File: src/hw/hbf_pkg.sv
package hbf_pkg;

  localparam int IN_W = 12;
  localparam int OUT_W = 16;
  localparam int TAPS = 55;
  localparam int CTR = 27;
  localparam int NZ = 14;
  localparam int COEF_W = 16;
  localparam int ACC_W = 36;
  localparam int FRAC_SHIFT = 11;
  localparam int LATENCY = 6;
  localparam int PAD_N = LATENCY - 3;
  localparam int FIFO_DEPTH = 16;

  localparam logic [31:0] CTRL_OFS = 32'h0000_0000;
  localparam logic [31:0] STAT_OFS = 32'h0000_0004;
  localparam logic [31:0] DATA_OFS = 32'h0000_0008;

  localparam int CTRL_UPS_BIT = 0;
  localparam int CTRL_HALF_BIT = 1;
  localparam int CTRL_ROUND_LSB = 2;
  localparam int CTRL_FMT_BIT = 5;
  localparam int CTRL_CAP_BIT = 8;
  localparam logic [31:0] CTRL_MASK = 32'h0000_013f;
  localparam logic [31:0] CTRL_RESET = 32'h0000_0123;

  localparam int STAT_INTERP_BIT = 0;
  localparam int STAT_DECIM_BIT = 1;
  localparam int STAT_PHASE_BIT = 2;
  localparam int STAT_DROP_BIT = 3;
  localparam int STAT_CNT_LSB = 4;
  localparam int STAT_EMPTY_BIT = 9;
  localparam int DATA_VALID_BIT = 31;

  localparam logic [1:0] RESP_OKAY = 2'h0;
  localparam logic [1:0] RESP_SLVERR = 2'h2;

  localparam logic [OUT_W-1:0] SAT_POS = 16'h7fff;
  localparam logic [OUT_W-1:0] SAT_NEG = 16'h8000;

  typedef enum logic [1:0] {
    HBF_PASS,
    HBF_INTERP,
    HBF_DECIM
  } hbf_mode_t;

  typedef struct packed {
    logic [OUT_W-1:0] word;
    logic keep;
  } hbf_stage_t;

endpackage

File: src/hw/hbf_filter_top.sv
// What this block does
// - Every register updates only on the rising edge of the one clock.
// - Equal mode bits give pass-through, full rate, marker ignored.
// - Capture a 12-bit two's complement sample, bit 0 least significant.
// - Overflow saturates the result to 7fff or 8000.
// - Interpolate mode forces every other incoming sample to zero.
// - Decimate mode loads the output register on every second edge.
// - Add half-LSB below chosen LSB, zero bits below; width 16 down to 9.
// - Round code 0 puts the LSB at bit 0, each step one bit higher.
// - Result is always rounded before the output register loads.
// - Format select high gives two's complement, low inverts all but MSB.
// - Output drive low enables the pins, high floats them, unclocked.
// - Response to a sample starts 6 cycles later and ends at 60.
// - Impulse peak appears 33 cycles after the impulse enters.
// - DC gain near 1 in pass and decimate, near one quarter interpolating.
// - Output rate is half, equal or double the input rate by mode.
//
// Design decisions made here: the register addresses and the AXI4-Lite interface to the registers.
`timescale 1ns/1ns

module hbf_fifo #(
  parameter int W = 16,
  parameter int DEPTH = 16
) (
  input wire logic clk,
  input wire logic resetn,
  input wire logic in_valid,
  output logic in_ready,
  input wire logic [W-1:0] in_data,
  output logic out_valid,
  input wire logic out_ready,
  output logic [W-1:0] out_data,
  output logic [$clog2(DEPTH):0] count
);
  localparam int AW = $clog2(DEPTH);
  logic [W-1:0] mem [DEPTH];
  logic [AW-1:0] wr_ptr, rd_ptr, next_wr_ptr, next_rd_ptr;
  logic [AW:0] next_count;
  logic push, pop;

  assign in_ready = count != (AW+1)'(DEPTH);
  assign out_valid = count != '0;
  assign out_data = mem[rd_ptr];

  always_comb begin
    push = in_valid & in_ready;
    pop = out_valid & out_ready;
    next_wr_ptr = push ? wr_ptr + 1'b1 : wr_ptr;
    next_rd_ptr = pop ? rd_ptr + 1'b1 : rd_ptr;
    next_count = count + (AW+1)'(push) - (AW+1)'(pop);
  end

  always_ff @(posedge clk) begin
    if (!resetn) begin
      wr_ptr <= '0;
      rd_ptr <= '0;
      count <= '0;
    end else begin
      wr_ptr <= next_wr_ptr;
      rd_ptr <= next_rd_ptr;
      count <= next_count;
    end
  end

  always_ff @(posedge clk) begin
    if (push) begin
      mem[wr_ptr] <= in_data;
    end
  end
endmodule

module hbf_filter_top import hbf_pkg::*; #(
  parameter int FIFO_W = OUT_W,
  parameter int FIFO_D = FIFO_DEPTH,
  parameter logic [NZ*COEF_W-1:0] COEF_SIDE = '0,
  parameter logic [COEF_W-1:0] COEF_CTR = 16'h4000
) (
  input wire logic aclk,
  input wire logic aresetn,
  input wire logic [31:0] s_axi_awaddr,
  input wire logic s_axi_awvalid,
  output logic s_axi_awready,
  input wire logic [31:0] s_axi_wdata,
  input wire logic [3:0] s_axi_wstrb,
  input wire logic s_axi_wvalid,
  output logic s_axi_wready,
  output logic [1:0] s_axi_bresp,
  output logic s_axi_bvalid,
  input wire logic s_axi_bready,
  input wire logic [31:0] s_axi_araddr,
  input wire logic s_axi_arvalid,
  output logic s_axi_arready,
  output logic [31:0] s_axi_rdata,
  output logic [1:0] s_axi_rresp,
  output logic s_axi_rvalid,
  input wire logic s_axi_rready,
  input wire logic [IN_W-1:0] sample_in,
  input wire logic align_marker,
  input wire logic output_drive_n,
  output logic [OUT_W-1:0] sample_out,
  output logic sample_out_oe
);
  localparam int CW = $clog2(FIFO_D) + 1;

  // Pin synchronisers
  logic [IN_W-1:0] in_s1, in_s2;
  logic mark_s1, mark_s2;

  // Front end state
  logic mark_q, data_q, next_mark_q, next_data_q, cur_data;
  logic [IN_W-1:0] dly [TAPS];
  logic [IN_W-1:0] next_dly [TAPS];
  logic kp0, next_kp0;

  // Arithmetic pipeline state
  logic signed [ACC_W-1:0] acc_q, next_acc;
  logic acc_keep, next_acc_keep;
  hbf_stage_t rounded_q, next_rounded;
  hbf_stage_t pad [PAD_N];
  hbf_stage_t next_pad [PAD_N];
  logic [OUT_W-1:0] out_q, next_out;
  logic push_q, next_push, load;

  // Register bus state
  logic [31:0] ctrl, next_ctrl;
  logic drop, next_drop;
  logic next_awready, next_bvalid, next_arready, next_rvalid;
  logic [1:0] next_bresp, next_rresp;
  logic [31:0] next_rdata;
  logic wr_fire, rd_fire, fifo_pop;

  logic fifo_in_ready, fifo_out_valid;
  logic [FIFO_W-1:0] fifo_out_data;
  logic [CW-1:0] fifo_count;

  hbf_mode_t mode;
  logic [2:0] round_code;
  logic fmt_twos, cap_en;

  always_comb begin
    round_code = ctrl[CTRL_ROUND_LSB +: 3];
    fmt_twos = ctrl[CTRL_FMT_BIT];
    cap_en = ctrl[CTRL_CAP_BIT];
    if (ctrl[CTRL_UPS_BIT] == ctrl[CTRL_HALF_BIT]) begin
      mode = HBF_PASS;
    end else if (!ctrl[CTRL_UPS_BIT]) begin
      mode = HBF_INTERP;
    end else begin
      mode = HBF_DECIM;
    end
  end

  always_ff @(posedge aclk) begin
    if (!aresetn) begin
      in_s1 <= '0;
      in_s2 <= '0;
      mark_s1 <= 1'b0;
      mark_s2 <= 1'b0;
    end else begin
      in_s1 <= sample_in;
      in_s2 <= in_s1;
      mark_s1 <= align_marker;
      mark_s2 <= mark_s1;
    end
  end

  always_comb begin
    // a high marker forces a data phase; the first low after it is not one
    // half-rate toggling keeps the same phase
    cur_data = mark_q ? 1'b1 : ~data_q;
    next_mark_q = mark_s2;
    next_data_q = cur_data;
    // synchronised 12-bit sample enters the delay line
    // interpolate: data phase alternates from the marker
    if (mode == HBF_INTERP && !cur_data) begin
      next_dly[0] = '0;
    end else begin
      next_dly[0] = in_s2;
    end
    // marker ignored outside decimate for the output load
    next_kp0 = (mode == HBF_DECIM) ? cur_data : 1'b1;
    for (int i = 1; i < TAPS; i++) begin
      next_dly[i] = dly[i-1];
    end
  end

  always_ff @(posedge aclk) begin
    if (!aresetn) begin
      mark_q <= 1'b0;
      data_q <= 1'b0;
      kp0 <= 1'b0;
      for (int i = 0; i < TAPS; i++) begin
        dly[i] <= '0;
      end
    end else begin
      mark_q <= next_mark_q;
      data_q <= next_data_q;
      kp0 <= next_kp0;
      for (int i = 0; i < TAPS; i++) begin
        dly[i] <= next_dly[i];
      end
    end
  end

  logic signed [ACC_W-1:0] sum, rsum, shv;
  logic signed [IN_W:0] pair;
  logic [OUT_W-1:0] word;
  int sh;

  always_comb begin
    // symmetric half-band, centre plus odd-offset pairs
    // gain set by the coefficient parameters
    sum = ACC_W'(signed'(dly[CTR])) * ACC_W'(signed'(COEF_CTR));
    pair = '0;
    for (int k = 0; k < NZ; k++) begin
      pair = (IN_W+1)'(signed'(dly[CTR-2*k-1]))
           + (IN_W+1)'(signed'(dly[CTR+2*k+1]));
      sum = sum + ACC_W'(pair)
          * ACC_W'(signed'(COEF_SIDE[k*COEF_W +: COEF_W]));
    end
    next_acc = sum;
    next_acc_keep = kp0;

    // Interpolated output word carries LSB weight one bit higher
    sh = (mode == HBF_INTERP) ? FRAC_SHIFT + 1 : FRAC_SHIFT;
    // half-LSB added below the effective LSB
    // effective LSB is output bit round_code
    // rounding always precedes the output register
    rsum = acc_q + (ACC_W'(1) <<< (sh + int'(round_code) - 1));
    shv = rsum >>> sh;
    if (&shv[ACC_W-1:OUT_W-1] || !(|shv[ACC_W-1:OUT_W-1])) begin
      word = shv[OUT_W-1:0] & (SAT_POS | SAT_NEG) << round_code;
    end else begin
      word = shv[ACC_W-1] ? SAT_NEG : SAT_POS;
    end
    // offset binary inverts all bits but the MSB
    if (!fmt_twos) begin
      word = {word[OUT_W-1], ~word[OUT_W-2:0]};
    end
    next_rounded.word = word;
    next_rounded.keep = acc_keep;

    // padding sets first response at 6 cycles
    // centre tap therefore lands at 33 cycles
    next_pad[0] = rounded_q;
    for (int i = 1; i < PAD_N; i++) begin
      next_pad[i] = pad[i-1];
    end
    // output rate follows the load pattern of the mode
    // decimate loads only on kept phases
    load = (mode != HBF_DECIM) | pad[PAD_N-1].keep;
    next_out = load ? pad[PAD_N-1].word : out_q;
    next_push = load & cap_en;
  end

  always_ff @(posedge aclk) begin
    if (!aresetn) begin
      acc_q <= '0;
      acc_keep <= 1'b0;
      rounded_q <= '0;
      out_q <= '0;
      push_q <= 1'b0;
      for (int i = 0; i < PAD_N; i++) begin
        pad[i] <= '0;
      end
    end else begin
      acc_q <= next_acc;
      acc_keep <= next_acc_keep;
      rounded_q <= next_rounded;
      out_q <= next_out;
      push_q <= next_push;
      for (int i = 0; i < PAD_N; i++) begin
        pad[i] <= next_pad[i];
      end
    end
  end

  // Capture keeps pushing while the FIFO is full; refused words are lost and flag drop
  hbf_fifo #(
    .W(FIFO_W),
    .DEPTH(FIFO_D)
  ) u_fifo (
    .clk(aclk),
    .resetn(aresetn),
    .in_valid(push_q),
    .in_ready(fifo_in_ready),
    .in_data(FIFO_W'(out_q)),
    .out_valid(fifo_out_valid),
    .out_ready(fifo_pop),
    .out_data(fifo_out_data),
    .count(fifo_count)
  );

  always_comb begin
    wr_fire = s_axi_awready & s_axi_awvalid & s_axi_wvalid;
    rd_fire = s_axi_arready & s_axi_arvalid;
    next_awready = s_axi_awvalid & s_axi_wvalid & ~s_axi_awready
                 & ~s_axi_bvalid;
    next_arready = s_axi_arvalid & ~s_axi_arready & ~s_axi_rvalid;
    next_ctrl = ctrl;
    next_bresp = s_axi_bresp;
    next_bvalid = s_axi_bvalid & ~s_axi_bready;
    next_drop = drop;
    if (wr_fire) begin
      next_bvalid = 1'b1;
      next_bresp = RESP_OKAY;
      if (s_axi_awaddr == CTRL_OFS) begin
        for (int b = 0; b < 4; b++) begin
          if (s_axi_wstrb[b]) begin
            next_ctrl[8*b +: 8] = s_axi_wdata[8*b +: 8];
          end
        end
        next_ctrl = next_ctrl & CTRL_MASK;
      end else if (s_axi_awaddr == STAT_OFS) begin
        if (s_axi_wstrb[0] && s_axi_wdata[STAT_DROP_BIT]) begin
          next_drop = 1'b0;
        end
      end else if (s_axi_awaddr != DATA_OFS) begin
        next_bresp = RESP_SLVERR;
      end
    end
    // Set wins over a same-cycle clear
    if (push_q && !fifo_in_ready) begin
      next_drop = 1'b1;
    end

    next_rvalid = s_axi_rvalid & ~s_axi_rready;
    next_rdata = s_axi_rdata;
    next_rresp = s_axi_rresp;
    fifo_pop = 1'b0;
    if (rd_fire) begin
      next_rvalid = 1'b1;
      next_rresp = RESP_OKAY;
      next_rdata = '0;
      if (s_axi_araddr == CTRL_OFS) begin
        next_rdata = ctrl;
      end else if (s_axi_araddr == STAT_OFS) begin
        next_rdata[STAT_INTERP_BIT] = mode == HBF_INTERP;
        next_rdata[STAT_DECIM_BIT] = mode == HBF_DECIM;
        next_rdata[STAT_PHASE_BIT] = data_q;
        next_rdata[STAT_DROP_BIT] = drop;
        next_rdata[STAT_CNT_LSB +: CW] = fifo_count;
        next_rdata[STAT_EMPTY_BIT] = ~fifo_out_valid;
      end else if (s_axi_araddr == DATA_OFS) begin
        next_rdata[DATA_VALID_BIT] = fifo_out_valid;
        next_rdata[FIFO_W-1:0] = fifo_out_valid ? fifo_out_data : '0;
        fifo_pop = fifo_out_valid;
      end else begin
        next_rresp = RESP_SLVERR;
      end
    end
  end

  always_ff @(posedge aclk) begin
    if (!aresetn) begin
      ctrl <= CTRL_RESET;
      drop <= 1'b0;
      s_axi_awready <= 1'b0;
      s_axi_wready <= 1'b0;
      s_axi_bvalid <= 1'b0;
      s_axi_bresp <= RESP_OKAY;
      s_axi_arready <= 1'b0;
      s_axi_rvalid <= 1'b0;
      s_axi_rresp <= RESP_OKAY;
      s_axi_rdata <= '0;
    end else begin
      ctrl <= next_ctrl;
      drop <= next_drop;
      s_axi_awready <= next_awready;
      s_axi_wready <= next_awready;
      s_axi_bvalid <= next_bvalid;
      s_axi_bresp <= next_bresp;
      s_axi_arready <= next_arready;
      s_axi_rvalid <= next_rvalid;
      s_axi_rresp <= next_rresp;
      s_axi_rdata <= next_rdata;
    end
  end

  // enable follows the pin without a clock
  assign sample_out = out_q;
  assign sample_out_oe = ~output_drive_n;

endmodule

File: config.mk
export PLATFORM = sky130hd
export DESIGN_NAME = hbf_filter_top
export DESIGN_NICKNAME = d
export VERILOG_FILES = /design/src/hw/hbf_pkg.sv /design/src/hw/hbf_filter_top.sv
export SDC_FILE = /design/constraint.sdc
export NUM_CORES = 1
export LEC_CHECK = 0
export ABC_AREA = 1
export BUFFER_PORTS_ARGS = -buffer_cell sky130_fd_sc_hd__buf_2
export CAP_MARGIN = 5
export CORE_AREA = 2 2 287 289
export DETAILED_ROUTE_END_ITERATION = 8
export DIE_AREA = 0 0 289 291
export PLACE_DENSITY = 0.48
export SLEW_MARGIN = 20
export SYNTH_ARGS = -nofsm -noshare
export SYNTH_HDL_FRONTEND = slang
export SYNTH_SLANG_ARGS = --single-unit
File: constraint.sdc
create_clock -name aclk -period 14.1 [get_ports aclk]
set_input_delay 0.705 -clock aclk [delete_from_list [all_inputs] [get_ports aclk]]
set_output_delay 0.705 -clock aclk [all_outputs]
set_load 0.01 [all_outputs]
# After elaboration in Yosys (flattened, before gate mapping)
# Memory sizes are Yosys's and may differ from the RTL's. A register that Yosys moved wholly into a read port is not among the register bits.
# Index checks and enable logic that the tools add are counted.
# classes
n_addsub,7
eq_ne,10
n_shift,3
muxes,95
n_bitwise,83
reduce_logical,18
# ops
cell,count
$mux 12,56
$mux 16,5
$eq 32x3->1 const B,2
$logic_not 32->1,2
$or 1x1->1,59
$mux 17,3
$add 26x36->36,1
$sshl 2x32->36 const A,1
$sshr 36x4->36,1
$eq 32x4->1 const B,1
$ne 32x4->1 const B,1
$reduce_and 21->1,1
$reduce_or 21->1,1
$mux 1,17
$and 16x16->16,1
$mux 2,8
$shl 16x3->16 const A,1
$mux 15,1
$not 15->15,1
$and 1x1->1,13
$mux 10,1
$not 1->1,9
$add 4x1->4 const B,2
$mux 4,2
19 further kinds,26
# word_totals
register_bits,136
mem_bits_rw,967
output_inout_bits,58
word_cells,246
mem_count,3
# memory_table
name,depth,width,rd,rd_ports_with_merged_regs,write_ports,line_no,text
dly,55,12,54,0,55,hbf_filter_top.sv:111,logic [IN_W-1:0] dly [TAPS];
u_fifo.mem,16,16,1,1,1,hbf_filter_top.sv:36,logic [W-1:0] mem [DEPTH];
pad,3,17,3,0,3,hbf_filter_top.sv:119,hbf_stage_t pad [PAD_N];

# Depth between registers and ports, before layout
# depth
depth_word,15
mapped_depth,37
mapped_depth_nobuf,35

# Cells and area by module
# A second synthesis with hierarchy kept.
# unflattened
hier_cells,3320
hier_area_um2,28959.0
# modules_own_cells
mod,n_inst,cells_each,area_per_inst_um2
hbf_filter_top,1,2153,17030.1
hbf_fifo,1,1167,11928.9

# Least setup slack after synthesis
# Ideal clock, no wire load.
# synth_timing
kind,register -> register
start,register ctrl[1]
end,"register rounded_q, in the netlist next_pad[44]"
setup_ns,0.115
arrival_ns,4.458
setup_slack_ns,9.527
stages_incl_launch_ff,35
n_path_buf,3
path_cell_list,dfxtp_1 -> inv_1 -> nor2_4 -> buf_2 -> buf_1 -> ha_1 -> inv_1 -> ha_1 -> inv_1 -> fa_1 -> inv_1 -> nand3_1 -> nor2_1 -> ha_1 -> inv_1 -> fa_1 -> inv_1 -> nand3_1 -> nand3_1 -> nand2_1 -> nand2_2 -> nand2_1 -> nand2_1 -> nand2_1 -> nand3_2 -> nand2_2 -> inv_1 -> nand3_2 -> nor2_2 -> nand2_2 -> nand2_4 -> buf_12 -> nand3_1 -> nand2_1 -> nor2_1
# synth_between
elab_chain_len,15
# synth_rtl
item,line_no,text
start: declaration,hbf_filter_top.sv:125,"logic [31:0] ctrl, next_ctrl;"
start signal: assignment,hbf_filter_top.sv:367,ctrl <= next_ctrl;
$eq 1x1->1 *,hbf_filter_top.sv:144,if (ctrl[CTRL_UPS_BIT] == ctrl[CTRL_HALF_BIT]) begin
$mux 2 *,hbf_filter_top.sv:144,
$eq 2x1->1 *,hbf_filter_top.sv:225,sh = (mode == HBF_INTERP) ? FRAC_SHIFT + 1 : FRAC_SHIFT;
$mux 3 *,hbf_filter_top.sv:225,
$add 4x3->5,hbf_filter_top.sv:229,rsum = acc_q + (ACC_W'(1) <<< (sh + int'(round_code) - 1));
$sub 5x1->6,hbf_filter_top.sv:229,
$sshl 2x32->36,hbf_filter_top.sv:229,
$add 26x36->36,hbf_filter_top.sv:229,
$sshr 36x4->36 *,hbf_filter_top.sv:230,shv = rsum >>> sh;
$reduce_or 21->1,hbf_filter_top.sv:231,if (&shv[ACC_W-1:OUT_W-1] || !(|shv[ACC_W-1:OUT_W-1])) begin
$logic_not 1->1,hbf_filter_top.sv:231,
$logic_or 1x1->1,hbf_filter_top.sv:231,
$mux 16 *,hbf_filter_top.sv:231,
$not 15->15,hbf_filter_top.sv:238,"word = {word[OUT_W-1], ~word[OUT_W-2:0]};"
$mux 15 *,hbf_filter_top.sv:237,if (!fmt_twos) begin
end signal: assignment,hbf_filter_top.sv:269,rounded_q <= next_rounded;
end: declaration,hbf_filter_top.sv:118,"hbf_stage_t rounded_q, next_rounded;"
# Every way passes the cells marked *; elsewhere a longest branch is shown, timed or not.
# A chain may end at the register's enable or synchronous reset.

# Worst setup path in the final report
# layout_timing
start,register ctrl[1]
end,"register rounded_q, in the netlist next_pad[48]"
# Same word-level chain as after synthesis.

==> qor.csv <==
stage,metric,value,unit
final_layout,num_antenna_cells,0,
logic_synthesis,synth_cell_types,53,
cts,worst_skew_pair.late_latency,0.62,ns
cts,clkSinkCount,767,
power_and_ir_drop,power.sequential.fraction,0.502,
cts,cts.path.max_buffers,3,
route,average_routed_wire_per_standard_cell,14.0,um
worst_setup_path,criticalPathCategory,reg2reg,
timing,timing.slew.headroom,0.267,
final_layout,syn2layout_area_growth,16.1,%
floorplan,fp.dieH,291,um
placement,dp_worst_setup_slack,8.30,ns
worst_setup_path,ff2ff_setup_slack,8.30,ns
timing,fin_setup_tns,0,ns
route,totalWireLength,59.4,mm
floorplan,top_level_ports,179,
floorplan,floorplan.die.width,289,um
timing,final_clock_period_utilization_by_the_worst_path,0.411,
power_and_ir_drop,pwr-share-clk,0.467,
floorplan,floorplan.die_area,0.0841,mm^2
final_layout,share_of_layout_cells_above_drive_strength_1,0.117,
power_and_ir_drop,static-leakage-power,0.0161,uW
route,drc,0,
cts,cts-htree-levels,3,
timing,worst_slack,8.30,ns
power_and_ir_drop,internal_power,3670,uW
route,met3_wirelength,1.88,mm
cts,numCtsBuffers,83,
logic_synthesis,postSynthCellCount,2962,
timing,worst_slew_pin_slew,1.10,ns
logic_synthesis,synth.most_common_cell,sky130_fd_sc_hd__nand2_1,
cts,post_cts_resized,0,
placement,port-buffer-count,134,
route,highest_layer,met4,
logic_synthesis,ys_dominant_reg_cell,sky130_fd_sc_hd__dfxtp_1,
floorplan,rows,105,
global_routing,grt_pass1_vias,17700,
timing,finalCriticalPeriod,5.80,ns
global_routing,groute.usage.overall,0.141,
timing,final.setup_skew,0.0205,ns
global_routing,maximum_number_of_pins_on_one_net_before_global_route_repair,233,
worst_hold_path,worstHoldPathType,in2reg,
logic_synthesis,synth_largest_area_cell,sky130_fd_sc_hd__dfxtp_1,
logic_synthesis,ys_seq_area_frac,0.635,
worst_setup_path,worst_ep_arrival_time,6.28,ns
logic_synthesis,synth_edf_count,256,
status,status,"complete, no violations",
worst_setup_path,crit_required,14.58,ns
logic_synthesis,mappedNetlistArea,0.0282,mm^2
final_layout,design.final.nets,3259,
worst_setup_path,cp-start-kind,flip-flop,
cts,postCtsHoldBufs,0,
timing,holdWs,0.270,ns
power_and_ir_drop,finalPower,4630,uW
placement,gp_congestion,0.898,
route,viasPerCell,4.36,
route,initialDrtViolationCount,916,
floorplan,coreArea,0.0812,mm^2
global_routing,wire_length_of_the_first_global_routing_pass,94.0,mm
run,cap_violations,0,
power_and_ir_drop,power.share.combinational,0.031,
logic_synthesis,yosysWarningCount,0,
global_routing,grt-ovfl-total,0,
timing,rsz_0062_raised_after_global_routing,no,
worst_setup_path,cp_slowest_stage_delay,0.61,ns
logic_synthesis,synth.top_cells.by_area,"sky130_fd_sc_hd__dfxtp_1, sky130_fd_sc_hd__edfxtp_1, sky130_fd_sc_hd__nand2_1",
cts,post_cts.repair.setup_buffers,0,
route,dr_wl_met2,29.5,mm
timing,max_freq,0.173,GHz
placement,dpl.hpwl,38.1,mm
timing,report.final.hold_viol_count,0,
timing,slew_violations,0,
power_and_ir_drop,p_per_area,141,mW/mm^2
worst_setup_path,critical_path.endpoint_type,flip-flop,
cts,clk_pin_slew_worst_paths,0.06,ns
route,detailedRoute.firstPassIterationCount,5,
cts,clockRootBuffer,sky130_fd_sc_hd__clkbuf_16,
timing,report.final.setup_viol,0,
power_and_ir_drop,net_sw_frac,0.207,
worst_setup_path,cp_num_buf_inv,6,
route,postRouteAntennaNets,0,
route,num_vias,18500,
logic_synthesis,postSynth.asyncResetShare,0,
logic_synthesis,synthesis.area_per_instance,9.52,um^2
worst_setup_path,cp_slowest_cell,sky130_fd_sc_hd__inv_1,
cts,tritoncts_clock_tree,done,
global_routing,antenna_found_initial,0,
worst_setup_path,crit_fanout,28,
power_and_ir_drop,p_switching,956,uW
route,detail_route.wirelength.met1,26.0,mm
power_and_ir_drop,vdd.ir_drop.worst,0.105,mV
logic_synthesis,synthDominantCellAreaShare,0.363,
floorplan,effective_utilization_at_floorplan,0.347,
logic_synthesis,synth_seq_cells,767,
logic_synthesis,synth.cells.most_frequent,"sky130_fd_sc_hd__nand2_1, sky130_fd_sc_hd__inv_1, sky130_fd_sc_hd__dfxtp_1, sky130_fd_sc_hd__edfxtp_1, sky130_fd_sc_hd__o21ai_0",
worst_setup_path,critical_path.top_delay_family,simple AND/OR/NAND/NOR gates,
## state kept, by name, indices dropped and copies added, names as in the netlist, 11 cells and up, named ones only
| register | flops |
|---|---|
| acc_q | 11 |
| dly | 337 |
| in_s1 | 12 |
| in_s2 | 12 |
| next_pad | 17 |
| pad | 51 |
| s_axi_rdata | 17 |
| sample_out | 16 |
| u_fifo.mem | 256 |
## power groups by stage
stage	clock network (uW)	logic, uW	registers (uW)
finish	2160	146	2320
global route	2330	167	2320
CTS	2230	149	2320
detailed placement	0	149	2370
global placement	0	145	2370
floorplan	0	97.7	2360
## layout make-up
| class | count | area, um^2 |
|---|---|---|
| tap | 1070 | 1340 |
| clock inverter | 28 | 304 |
| sequential | 767 | 17900 |
| multi-input combinational | 1459 | 7370 |
| clock buffer | 128 | 2500 |
| timing repair buffer | 171 | 971 |
| inverter | 619 | 2320 |
| fill | 8088 | 48500 |
## logic make-up (layout without fill, tap and decap cells)
kind of cell | count (synthesis) | in the layout | synth area share
buf+inv | 752 | 946 | 0.106
mux | 66 | 66 | 0.0234
fa+ha+maj | 37 | 37 | 0.0172
xor+xnor | 14 | 14 | 0.00461
compound gates | 372 | 372 | 0.0714
simple gates | 953 | 953 | 0.142
flops | 767 | 767 | 0.635
other cells | 1 | 17 | 0.000133
## metrics by stage
stage	cells	instance area, um^2	utilization
after global placement	4086	29900	0.369
final	4242	32700	0.403
after floorplan	2978	28300	-
after CTS	4242	32700	0.403
after detailed placement	4086	29900	0.369
after global routing	4242	32700	0.403
## cells in the final DEF, fill, tap and decap left out, types with 5 or more instances in the layout
cell type                     n
sky130_fd_sc_hd__nand2_1    650
sky130_fd_sc_hd__inv_1      610
sky130_fd_sc_hd__dfxtp_1    509
sky130_fd_sc_hd__edfxtp_1   256
sky130_fd_sc_hd__o21ai_0    158
sky130_fd_sc_hd__a21oi_1    149
sky130_fd_sc_hd__buf_2      133
sky130_fd_sc_hd__nor2_1     130
sky130_fd_sc_hd__clkbuf_16   86
sky130_fd_sc_hd__nand3_1     83
sky130_fd_sc_hd__mux2i_1     66
sky130_fd_sc_hd__buf_4       36
sky130_fd_sc_hd__ha_1        34
sky130_fd_sc_hd__o211ai_1    29
sky130_fd_sc_hd__clkbuf_1    23
sky130_fd_sc_hd__nand2_2     21
sky130_fd_sc_hd__clkbuf_8    19
sky130_fd_sc_hd__conb_1      17
sky130_fd_sc_hd__nand4_1     13
sky130_fd_sc_hd__nor2_2      13
sky130_fd_sc_hd__clkinv_2    13
sky130_fd_sc_hd__o22ai_1     10
sky130_fd_sc_hd__nor3_1       9
sky130_fd_sc_hd__xor2_1       9
sky130_fd_sc_hd__nor4_1       9
sky130_fd_sc_hd__clkinv_1     6
sky130_fd_sc_hd__inv_2        6
sky130_fd_sc_hd__nand3_2      6
sky130_fd_sc_hd__a21oi_2      6
sky130_fd_sc_hd__o21ai_1      5
sky130_fd_sc_hd__bufinv_16    5
## worst min-delay path: cells and delay by family
kind                   cells  cell delay [ns]
buffers and inverters      2             0.11
AND/OR/NAND/NOR            1             0.04
## path summary, 6_finish.rpt
kind / startpoint / cells past startpoint / to
worst max-delay path: ctrl[1] / 29 / next_pad[48]
worst min-delay path: sample_in[11] / 3 / in_s1[11]
worst max register to register: ctrl[1] / 29 / next_pad[48]
worst min register to register: dly[0][215] / 2 / dly[0][227]
## per-layer routing
metal  GRT usage  vias to the layer above
met5           0                        -
li1            -                     9448
met3      0.0236                      109
met1       0.173                     8708
met4      0.0539                        0
met2       0.247                      234
(Power assumes the default switching activity.)
